`src/rtl/sfds_pkg.sv`:
```
// shared constants and types for the spi frame decoder and its host end
package sfds_pkg;

    // frame layout, msb first on the wire
    localparam int FRAME_BITS = 16;
    localparam int BIT_RW     = 15;
    localparam int BIT_TGT    = 14;
    localparam int ADDR_MSB   = 13;
    localparam int ADDR_LSB   = 9;
    localparam int BIT_PAR    = 8;
    localparam int DATA_MSB   = 7;
    localparam int ADDR_W     = 5;
    localparam int DATA_W     = 8;

    // rw bit and target select encodings
    localparam logic RW_READ      = 1'b0;
    localparam logic RW_WRITE     = 1'b1;
    localparam logic TGT_MAIN     = 1'b0;
    localparam logic TGT_FAILSAFE = 1'b1;

    // bit counts inside a frame
    localparam logic [4:0] CNT_HDR   = 5'h06;
    localparam logic [4:0] CNT_LOW   = 5'h08;
    localparam logic [4:0] CNT_FRAME = 5'h10;
    localparam logic [4:0] CNT_MAX   = 5'h1f;

    // summary flag positions inside the high miso byte
    localparam int FLAG_SPI   = 7;
    localparam int FLAG_WAKE  = 6;
    localparam int FLAG_CAN   = 5;
    localparam int FLAG_LIN   = 4;
    localparam int FLAG_IO    = 3;
    localparam int FLAG_PRE   = 2;
    localparam int FLAG_CORE  = 1;
    localparam int FLAG_OTHER = 0;
    localparam logic [7:0] SUMMARY_RST = 8'h00;

    // number of source flags behind each summary flag
    localparam int N_SPI_SRC   = 8;
    localparam int N_WAKE_SRC  = 7;
    localparam int N_CAN_SRC   = 9;
    localparam int N_LIN_SRC   = 4;
    localparam int N_IO_SRC    = 6;
    localparam int N_PRE_SRC   = 9;
    localparam int N_CORE_SRC  = 5;
    localparam int N_OTHER_SRC = 15;

    // host register map and fields
    localparam int REG_AW = 4;
    localparam int REG_DW = 16;
    localparam logic [3:0] REG_CMD    = 4'h0;
    localparam logic [3:0] REG_RX     = 4'h4;
    localparam logic [3:0] REG_STATUS = 4'h8;
    localparam logic [3:0] REG_MASK   = 4'hc;
    localparam int EVT_W       = 2;
    localparam int EVT_DONE    = 0;
    localparam int EVT_REFUSED = 1;
    localparam int ST_BUSY     = 8;
    localparam logic [1:0] EVT_RST = 2'h0;

    // timing
    localparam int REF_CLK_PERIOD_NS = 100;
    localparam int SCLK_PERIOD_NS    = 800;
    localparam int SCLK_HALF_CYC =
        (SCLK_PERIOD_NS / 2 + REF_CLK_PERIOD_NS - 1) / REF_CLK_PERIOD_NS;

    typedef enum logic {
        SFDS_DEV_IDLE  = 1'b0,
        SFDS_DEV_SHIFT = 1'b1
    } sfds_dev_st_t;

    typedef enum logic [2:0] {
        SFDS_H_IDLE  = 3'h0,
        SFDS_H_LEAD  = 3'h1,
        SFDS_H_HIGH  = 3'h3,
        SFDS_H_LOW   = 3'h2,
        SFDS_H_TRAIL = 3'h6,
        SFDS_H_GAP   = 3'h4
    } sfds_host_st_t;

    // parity value a frame must carry: 0 for odd ones, 1 for even
    function automatic logic sfds_par_bit(input logic [15:0] f);
        return ~^{f[15:9], f[7:0]};
    endfunction : sfds_par_bit

endpackage : sfds_pkg

```
`src/rtl/sfds_link_if.sv`:
```
// spi link between the frame decoder and its host
`timescale 1ns/1ps
interface sfds_link_if;
    logic sclk;   // serial clock, idle low
    logic cs_n;   // frame select, active low
    logic mosi;   // host to device data
    logic miso;   // device to host data

    modport dev  (input sclk, input cs_n, input mosi, output miso);
    modport host (output sclk, output cs_n, output mosi, input miso);
endinterface : sfds_link_if

```
`src/rtl/sfds_device.sv`:
```
// device end: spi frame decode, summary flags and status return
`timescale 1ns/1ps
module sfds_device #(
    parameter int N_SPI   = sfds_pkg::N_SPI_SRC,   // spi error sources
    parameter int N_WAKE  = sfds_pkg::N_WAKE_SRC,  // wake sources
    parameter int N_CAN   = sfds_pkg::N_CAN_SRC,   // can sources
    parameter int N_LIN   = sfds_pkg::N_LIN_SRC,   // lin sources
    parameter int N_IO    = sfds_pkg::N_IO_SRC,    // io transitions
    parameter int N_PRE   = sfds_pkg::N_PRE_SRC,   // pre-regulator
    parameter int N_CORE  = sfds_pkg::N_CORE_SRC,  // core regulator
    parameter int N_OTHER = sfds_pkg::N_OTHER_SRC  // other regulators
) (
    input  wire logic               ref_clk,    // system clock
    input  wire logic               rstn,       // power-on reset, low
    sfds_link_if.dev                link,       // spi pins
    input  wire logic [N_SPI-1:0]   spi_src,    // spi error flags
    input  wire logic [N_WAKE-1:0]  wake_src,   // wake flags
    input  wire logic [N_CAN-1:0]   can_src,    // can diag flags
    input  wire logic [N_LIN-1:0]   lin_src,    // lin diag flags
    input  wire logic [N_IO-1:0]    io_src,     // io transition flags
    input  wire logic [N_PRE-1:0]   pre_src,    // pre-regulator flags
    input  wire logic [N_CORE-1:0]  core_src,   // core regulator flags
    input  wire logic [N_OTHER-1:0] other_src,  // other regulator flags
    input  wire logic [7:0]         rd_data,    // addressed register
    input  wire logic [7:0]         ext_status, // extended status
    output logic                    hdr_valid,  // header decoded pulse
    output logic                    hdr_write,  // 1 write, 0 read
    output logic                    hdr_target, // 1 fail-safe space
    output logic [4:0]              hdr_addr,   // register address
    output logic                    cmd_valid,  // good frame pulse
    output logic [7:0]              cmd_data,   // write data
    output logic                    parity_err, // bad write parity pulse
    output logic                    count_err,  // bad clock count pulse
    output logic [7:0]              summary     // summary flags
);

    typedef struct packed {
        sfds_pkg::sfds_dev_st_t st;
        logic [2:0]  sclk_s;
        logic [2:0]  cs_s;
        logic [2:0]  mosi_s;
        logic        sclk_f;
        logic        cs_f;
        logic        mosi_f;
        logic [4:0]  cnt;
        logic [15:0] rx;
        logic [15:0] tx;
        logic        miso;
        logic        hdr_valid;
        logic        hdr_write;
        logic        hdr_target;
        logic [4:0]  hdr_addr;
        logic        cmd_valid;
        logic        parity_err;
        logic        count_err;
        logic [7:0]  summary;
    } sfds_dev_state_t;

    sfds_dev_state_t r;
    sfds_dev_state_t n;
    logic            sclk_rise;
    logic            sclk_fall;
    logic            cs_fall;
    logic            cs_rise;
    logic [6:0]      hdr_bits;
    logic [7:0]      low_byte;

    // glitch filter: a level counts once stages two and three agree
    function automatic logic sfds_filt(input logic [2:0] s,
                                       input logic       f);
        return (s[1] == s[2]) ? s[2] : f;
    endfunction : sfds_filt

    // outputs straight from the state register
    assign link.miso  = r.miso;
    assign hdr_valid  = r.hdr_valid;
    assign hdr_write  = r.hdr_write;
    assign hdr_target = r.hdr_target;
    assign hdr_addr   = r.hdr_addr;
    assign cmd_valid  = r.cmd_valid;
    assign cmd_data   = r.rx[sfds_pkg::DATA_MSB:0];
    assign parity_err = r.parity_err;
    assign count_err  = r.count_err;
    assign summary    = r.summary;

    // next state: synchronisers, edge finding, frame sequencing
    always_comb
    begin
        n = r;
        n.sclk_s = {r.sclk_s[1:0], link.sclk};
        n.cs_s   = {r.cs_s[1:0], link.cs_n};
        n.mosi_s = {r.mosi_s[1:0], link.mosi};
        n.sclk_f = sfds_filt(r.sclk_s, r.sclk_f);
        n.cs_f   = sfds_filt(r.cs_s, r.cs_f);
        n.mosi_f = sfds_filt(r.mosi_s, r.mosi_f);
        sclk_rise = n.sclk_f & ~r.sclk_f;
        sclk_fall = ~n.sclk_f & r.sclk_f;
        cs_fall   = ~n.cs_f & r.cs_f;
        cs_rise   = n.cs_f & ~r.cs_f;
        // first seven bits in: rw, target, address
        hdr_bits  = {r.rx[5:0], n.mosi_f};
        // low byte depends on the direction of this frame
        low_byte  = (r.hdr_write == sfds_pkg::RW_WRITE) ? ext_status
                                                        : rd_data;
        n.hdr_valid  = 1'b0;
        n.cmd_valid  = 1'b0;
        n.parity_err = 1'b0;
        n.count_err  = 1'b0;

        // summary flags follow the or of their sources; the sources are
        // held by their own diagnostic registers until read, so a flag
        // falls only when the last of its sources has been cleared
        n.summary[sfds_pkg::FLAG_SPI]   = |spi_src;
        n.summary[sfds_pkg::FLAG_WAKE]  = |wake_src;
        n.summary[sfds_pkg::FLAG_CAN]   = |can_src;
        n.summary[sfds_pkg::FLAG_LIN]   = |lin_src;
        n.summary[sfds_pkg::FLAG_IO]    = |io_src;
        n.summary[sfds_pkg::FLAG_PRE]   = |pre_src;
        n.summary[sfds_pkg::FLAG_CORE]  = |core_src;
        n.summary[sfds_pkg::FLAG_OTHER] = |other_src;

        unique case (r.st)
            sfds_pkg::SFDS_DEV_IDLE:
                if (cs_fall)
                begin
                    // flags are frozen at frame start so a byte is coherent
                    n.st   = sfds_pkg::SFDS_DEV_SHIFT;
                    n.cnt  = 5'h00;
                    n.tx   = {r.summary, 8'h00};
                    n.miso = r.summary[7];
                end
            sfds_pkg::SFDS_DEV_SHIFT:
                if (cs_rise)
                begin
                    n.st   = sfds_pkg::SFDS_DEV_IDLE;
                    n.miso = 1'b0;
                    if (r.cnt != sfds_pkg::CNT_FRAME)
                    begin
                        n.count_err = 1'b1;
                    end
                    else if (r.hdr_write == sfds_pkg::RW_WRITE &&
                             r.rx[sfds_pkg::BIT_PAR] !=
                             sfds_pkg::sfds_par_bit(r.rx))
                    begin
                        // a bad write is dropped, never acted on
                        n.parity_err = 1'b1;
                    end
                    else
                    begin
                        n.cmd_valid = 1'b1;
                    end
                end
                else if (sclk_rise)
                begin
                    n.rx = {r.rx[14:0], n.mosi_f};
                    if (r.cnt != sfds_pkg::CNT_MAX)
                    begin
                        n.cnt = r.cnt + 5'h01;
                    end
                    if (r.cnt == sfds_pkg::CNT_HDR)
                    begin
                        // decode early so read data can arrive in time
                        n.hdr_valid  = 1'b1;
                        n.hdr_write  = hdr_bits[6];
                        n.hdr_target = hdr_bits[5];
                        n.hdr_addr   = hdr_bits[4:0];
                    end
                end
                else if (sclk_fall)
                begin
                    if (r.cnt == sfds_pkg::CNT_LOW)
                    begin
                        n.tx   = {low_byte, 8'h00};
                        n.miso = low_byte[7];
                    end
                    else
                    begin
                        n.tx   = {r.tx[14:0], 1'b0};
                        n.miso = r.tx[14];
                    end
                end
        endcase
    end

    // state register; cs stages reset high so release is no frame start
    always_ff @(posedge ref_clk or negedge rstn)
    begin
        if (!rstn)
        begin
            r         <= '0;
            r.cs_s    <= 3'h7;
            r.cs_f    <= 1'b1;
            r.summary <= sfds_pkg::SUMMARY_RST;
        end
        else
        begin
            r <= n;
        end
    end

endmodule : sfds_device

```
`src/flat_wrapper.sv`:
```
// flat-port wrapper written by rule: the top's interface ports become plain ports
module sfds_device_flat 
#(
    parameter int N_SPI   = sfds_pkg::N_SPI_SRC,                       
    parameter int N_WAKE  = sfds_pkg::N_WAKE_SRC,                 
    parameter int N_CAN   = sfds_pkg::N_CAN_SRC,                 
    parameter int N_LIN   = sfds_pkg::N_LIN_SRC,                 
    parameter int N_IO    = sfds_pkg::N_IO_SRC,                     
    parameter int N_PRE   = sfds_pkg::N_PRE_SRC,                   
    parameter int N_CORE  = sfds_pkg::N_CORE_SRC,                   
    parameter int N_OTHER = sfds_pkg::N_OTHER_SRC                     
)
  (ref_clk, rstn, spi_src, wake_src, can_src, lin_src, io_src, pre_src, core_src, other_src, rd_data, ext_status, hdr_valid, hdr_write, hdr_target, hdr_addr, cmd_valid, cmd_data, parity_err, count_err, summary, link_sclk, link_cs_n, link_mosi, link_miso);
  sfds_link_if link_i ();
  input  wire logic ref_clk;
  input  wire logic rstn;
  input  wire logic [N_SPI-1:0] spi_src;
  input  wire logic [N_WAKE-1:0] wake_src;
  input  wire logic [N_CAN-1:0] can_src;
  input  wire logic [N_LIN-1:0] lin_src;
  input  wire logic [N_IO-1:0] io_src;
  input  wire logic [N_PRE-1:0] pre_src;
  input  wire logic [N_CORE-1:0] core_src;
  input  wire logic [N_OTHER-1:0] other_src;
  input  wire logic [7:0] rd_data;
  input  wire logic [7:0] ext_status;
  output logic hdr_valid;
  output logic hdr_write;
  output logic hdr_target;
  output logic [4:0] hdr_addr;
  output logic cmd_valid;
  output logic [7:0] cmd_data;
  output logic parity_err;
  output logic count_err;
  output logic [7:0] summary;
  input wire logic [$bits(link_i.sclk)-1:0] link_sclk;
  input wire logic [$bits(link_i.cs_n)-1:0] link_cs_n;
  input wire logic [$bits(link_i.mosi)-1:0] link_mosi;
  output wire logic [$bits(link_i.miso)-1:0] link_miso;
  assign link_i.sclk = link_sclk;
  assign link_i.cs_n = link_cs_n;
  assign link_i.mosi = link_mosi;
  assign link_miso = link_i.miso;
  sfds_device #(.N_SPI(N_SPI), .N_WAKE(N_WAKE), .N_CAN(N_CAN), .N_LIN(N_LIN), .N_IO(N_IO), .N_PRE(N_PRE), .N_CORE(N_CORE), .N_OTHER(N_OTHER)) u_core (.ref_clk(ref_clk), .rstn(rstn), .link(link_i), .spi_src(spi_src), .wake_src(wake_src), .can_src(can_src), .lin_src(lin_src), .io_src(io_src), .pre_src(pre_src), .core_src(core_src), .other_src(other_src), .rd_data(rd_data), .ext_status(ext_status), .hdr_valid(hdr_valid), .hdr_write(hdr_write), .hdr_target(hdr_target), .hdr_addr(hdr_addr), .cmd_valid(cmd_valid), .cmd_data(cmd_data), .parity_err(parity_err), .count_err(count_err), .summary(summary));
endmodule
```
`config.mk`:
```
export PLATFORM = sky130hd
export DESIGN_NAME = sfds_device_flat
export DESIGN_NICKNAME = d
export VERILOG_FILES = /design/src/rtl/sfds_pkg.sv /design/src/rtl/sfds_link_if.sv /design/src/rtl/sfds_device.sv /design/src/flat_wrapper.sv
export SDC_FILE = /design/constraint.sdc
export NUM_CORES = 1
export LEC_CHECK = 0
export BUFFER_PORTS_ARGS = -buffer_cell sky130_fd_sc_hd__clkbuf_2
export CAP_MARGIN = 40
export CORE_MARGIN = 2
export CORE_UTILIZATION = 45
export CTS_BUF_LIST = sky130_fd_sc_hd__clkbuf_16
export DETAILED_ROUTE_END_ITERATION = 12
export PLACE_DENSITY = 0.76
export SYNTH_ARGS = -nofsm -noshare
export SYNTH_HDL_FRONTEND = slang
export SYNTH_SLANG_ARGS = --single-unit
export TNS_END_PERCENT = 50
```
`constraint.sdc`:
```
create_clock -name ref_clk -period 2.1 [get_ports ref_clk]
set_input_delay 0.315 -clock ref_clk [delete_from_list [all_inputs] [get_ports ref_clk]]
set_output_delay 0.315 -clock ref_clk [all_outputs]
set_load 0.05 [all_outputs]
```
## Word-level counts from Yosys, hierarchy flattened

Cells that the tools add are included.
W data, S select, Z words.

- Add/sub/neg operators: 1
- Multiply operators: 0
- Divide/modulo/power cells: 0
- Magnitude comparators: 0
- Equality and inequality tests: 16
- Shifts and indexed selects: 0
- Multiplexer cells: 27
- Bitwise logic cells: 10
- Reduce and logical (&&, ||, !) cells: 15

Operator list:

| cell | count |
|---|---|
| $mux W17 | 3 |
| $mux W37 | 1 |
| $mux W8 | 4 |
| $pmux W16 S2 | 1 |
| $mux W21 | 1 |
| $reduce_or A9 Y1 | 2 |
| $mux W16 | 1 |
| $reduce_or A15 Y1 | 1 |
| $reduce_xnor A15 Y1 | 1 |
| $reduce_and A4 Y1 | 3 |
| $mux W11 | 1 |
| $mux W5 | 2 |
| $ne A2 B2 Y1 const B | 5 |
| $ne A5 B5 Y1 const B | 2 |
| $pmux W5 S2 | 1 |
| $mux W1 | 9 |
| $reduce_or A8 Y1 | 1 |
| $reduce_or A7 Y1 | 1 |
| $ne A3 B3 Y1 const B | 2 |
| $not A1 Y1 | 6 |
| $reduce_and A3 Y1 | 2 |
| $reduce_or A6 Y1 | 1 |
| $add A5 B1 Y5 const B | 1 |
| $eq A5 B3 Y1 const B | 1 |
| 11 further kinds | 16 |

- Register bits after elaboration: 69
- Bits in latches: 0
- Memory bits (writable): 0
- Memory bits (read-only): 0
- Input bits: 84
- Output and inout bits: 28
- Word-level logic and storage cells: 88
- Memories kept: 0

## Longest topological paths before layout

- Depth after elaboration: 8
- Depth in mapped cells: 9
- Depth with buffers taken out: 7

## Worst setup path after synthesis

OpenSTA, ideal clock, no wires.

- Kind: register to register
- From: reg u_core.r[52] in the netlist's numbering
- To: reg u_core.r[52] in the netlist's numbering
- Library setup time: 0.118 ns
- Arrival: 1.823 ns
- Data required time: 1.982 ns
- Path slack: 0.159 ns
- Stages on the path, launching flop included: 8
- Path buffers: 1
- Period minus slack after synthesis: 1.941 ns
- Cells stage by stage: dfrtp_1 ha_1 and3_1 ha_1 o31a_1 or3_1 clkbuf_1 a21o_1

- Longest elaborated chain between the ends: 5
- Elaborated cells between the ends (all ways): 8
- Classes of those cells: add/sub: 1; eq/ne: 2; mux: 4; reduce/logical: 1

RTL lines:

| element | line | text |
|---|---|---|
| start, declared | sfds_device.sv:59 | `sfds_dev_state_t r;` |
| start signal, assigned | sfds_device.sv:197 | `r <= n;` |
| $add A5 B1 Y5 | sfds_device.sv:158 | `n.cnt = r.cnt + 5'h01;` |
| $mux W5 | sfds_device.sv:156 | `if (r.cnt != sfds_pkg::CNT_MAX)` |
| $mux W21 | sfds_device.sv:153 | `else if (sclk_rise)` |
| $mux W37 | sfds_device.sv:133 | `if (cs_rise)` |
| $pmux W5 S2 | sfds_device.sv:122 | `unique case (r.st)` |

Several ways; a longest one is shown, not always the timed one. The select of a mux whose other input is x is not followed.
A chain may end at the register's enable or synchronous reset.

## Final worst setup path

Same ends and word-level chain as after synthesis.

==> results.json <==
{
  "status": "finished clean",
  "syn_area_um2": 3230,
  "ys_top_cells_by_area": "dfrtp_1 (50%), nand2_1 (8.4%), buf_4 (4.9%)",
  "r2r_start": "u_core.r[52]",
  "ys_ff_latch": 68,
  "synth_top_area_share_pct": 49.6,
  "drive_gt1_share_pct": 35.4,
  "crit_fanout": 6,
  "numPortBuffers": 111,
  "fill_cells": 577,
  "slew_headroom_pct": 59.5,
  "die_w_um": 88.7,
  "yosysWarnings": 0,
  "nets": 509,
  "routedWlPerCell_um": 13.0,
  "maxSlewViolCount": 0,
  "synth-edff-count": 0,
  "worstHoldPathType": "primary input to asynchronous set/reset pin",
  "clockBufferDepth": 2,
  "switchingPower_uw": 996,
  "grt_max_degree": 69,
  "reg2reg_to": "u_core.r[52]",
  "vias": 2621,
  "num_antenna_cells": 0,
  "p_clk_share_pct": 41.9,
  "critPathMostFrequentCell": "ha_1",
  "crit_path_max_incr_delay_ns": 0.42,
  "regToRegSetupSlack_ns": 0.08,
  "setup_slack_ns": 0.0769,
  "grt_first_pass_wirelength_mm": 10.9,
  "rows": 30,
  "vias_per_cell": 5.02,
  "crit_chain": "ha_1 -> and3_1 -> ha_1 -> o31a_1 -> or3_4 -> nor3_1 -> a21o_1",
  "power.density_nw_per_um2": 910,
  "start_kind": "flop",
  "die_area_um2": 7860,
  "dp.cells": 505,
  "end_kind": "flop",
  "required_ns": 2.37,
  "grtUsageTotal_pct": 18.3,
  "fin_util_pct": 59.7,
  "grt_pass1_vias": 2432,
  "p_comb_share_pct": 17.3,
  "start_util_pct": 47.0,
  "core_area_um2": 6870,
  "internal_power_uw": 2730,
  "period_needed_ns": 2.02,
  "gp_congestion": 0.799,
  "synth_cells": 323,
  "critical_path_class": "flop to flop",
  "yosysSeqAreaShare_pct": 52.9,
  "antenna_left": 0,
  "synthArstFlopShare_pct": 100,
  "place_ws_ns": -0.00241,
  "io_pins": 112,
  "fmax_ghz": 0.494,
  "cts.sinks": 68,
  "drt_pass1_iterations": 4,
  "final_hold_viol_count": 0,
  "final_common_cell": "clkbuf_2",
  "cts_buffers": 9,
  "switching_share_pct": 26.7,
  "clkTransAtPathRegs_ns": 0.05,
  "synthDistinctLibCells": 42,
  "arrival_ns": 2.29,
  "cts_tree": "done",
  "final_cell_mix": "clkbuf_2 (110), nand2_1 (72), dfrtp_1 (64)",
  "synth_top_flop_cell": "dfrtp_1",
  "irDropWorstVdd_mv": 0.527,
  "clockRootBuffer": "clkbuf_16",
  "place_hpwl_mm": 4.89,
  "hold_buffers": 0,
  "syn_avg_cell_area_um2": 9.99,
  "cts_max_level": 3,
  "setup_viol": 0,
  "dieHeight_um": 88.7,
  "area_growth_pct": 27.0,
  "sequentialPowerShare_pct": 40.8,
  "placed_cell_area_um2": 3770,
  "post-route-period-util_pct": 96.3,
  "leakage_uw": 0.00201,
  "stdcell_count": 522,
  "rr_worst_depth": 7,
  "fin_skew_ns": 0.00496,
  "max-cap-violations": 0,
  "antenna_found_initial": 0,
  "cp_slowest_cell": "dfrtp_1",
  "syn_nets": 411,
  "synth_area_leader_cell": "dfrtp_1",
  "clkLatencyLatePin_ns": 0.33,
  "drt-total-wl_mm": 6.81,
  "rsz0062_at_grt": "yes",
  "remaining_drc_errors": 0,
  "tightest_slew_ns": 0.607,
  "initialDrtViolationCount": 163,
  "overflow": 0,
  "fin_area_um2": 4100
}
## routing by layer
metal	wire (um)	up-vias	GRT usage (%)	share of wire [%]
met5	0	-	0	0
met3	369	13	4.57	5.4
met4	129	0	8.26	1.9
met1	2900	1219	24.0	43
met2	3410	94	28.6	50
li1	-	1295	-	-
## worst max-delay path by stage
stage,slack [ns],to,start
after floorplan,0.16,u_core.r[52],u_core.r[52]
after global placement,0.05,u_core.hdr_addr[3],u_core.r[58]
after detailed placement,-0.002,u_core.hdr_addr[3],u_core.r[58]
after CTS,0.03,u_core.r[52],u_core.r[52]
after global routing,-0.02,u_core.r[54],u_core.r[52]
final,0.08,u_core.r[52],u_core.r[52]
## logic make-up after synthesis
logic type               Yosys count  share of synthesized area, %
adder cells (fa/ha/maj)            6                          2.17
AND/OR/NAND/NOR                  132                          19.3
multiplexers                      15                          4.92
buffers and inverters             37                          7.13
AO/OA/AOI/OAI                     48                          9.00
XOR/XNOR                          17                          4.61
flip-flops                        68                          52.9
## cell usage after synthesis, types with 3 or more instances
library cell,instances
or3_1,3
nor4_1,10
dfstp_2,4
xnor2_1,15
nor3_1,7
o21ai_0,9
nor2_1,19
buf_4,21
nand2_1,72
o22ai_1,15
mux2i_1,8
dfrtp_1,64
a21oi_1,11
nor4bb_1,3
inv_1,3
buf_2,4
clkbuf_1,6
nand3_1,5
ha_1,4
mux2_2,6
a211oi_1,8
## critical path, delay by kind of cell, from the launching register on
kind / cells / cell delay (ns)
AND/OR/NAND/NOR: 3 / 0.69
flip-flops: 1 / 0.42
AO/OA/AOI/OAI: 2 / 0.43
adder cells (fa/ha/maj): 2 / 0.43
## flip-flops by register name (all words and copies together) (netlist names)
name / cells
u_core.r: 34
u_core.summary: 8
u_core.hdr_target: 1
u_core.hdr_addr: 5
u_core.n: 6
u_core.hdr_write: 1
u_core.parity_err: 1
u_core.count_err: 1
u_core.hdr_valid: 1
u_core.cmd_valid: 1
u_core.link.miso: 1
u_core.cmd_data: 8
## layout make-up
cell class	count	area, um^2	share of cell area [%]
Clock inverter	7	91.3	2.23
Timing Repair Buffer	120	636	15.5
Tap cell	96	120	2.93
Clock buffer	9	225	5.50
Sequential cell	68	1710	41.6
Multi-Input combinational cell	218	1300	31.8
Inverter	4	15.0	0.366
## timing repair
action / 4_1_cts / 5_1_grt
setup buffers: 1 / 0
pin swaps: 1 / 0
cloned: 0 / 0
gates resized for setup: 0 / 2
setup endpoints to repair: 1 / 14
## stage by stage
step | power [uW] | TNS, ns | hold WS (ns)
after floorplan | 1990 | 0 | 0.0194
after global placement | 2150 | 0 | 0.332
after detailed placement | 2170 | -0.00241 | 0.337
after CTS | 3770 | 0 | 0.00836
after global routing | 3920 | -0.0452 | 0.0326
final | 3730 | 0 | 0.000519
## power groups by stage
stage	clock, uW	sequential (uW)	combinational (uW)
after global routing	1670	1540	710
after global placement	0	1540	617
after CTS	1600	1520	647
after floorplan	0	1540	444
final	1560	1520	646
after detailed placement	0	1540	634
Power figures use the tool's default switching activity.
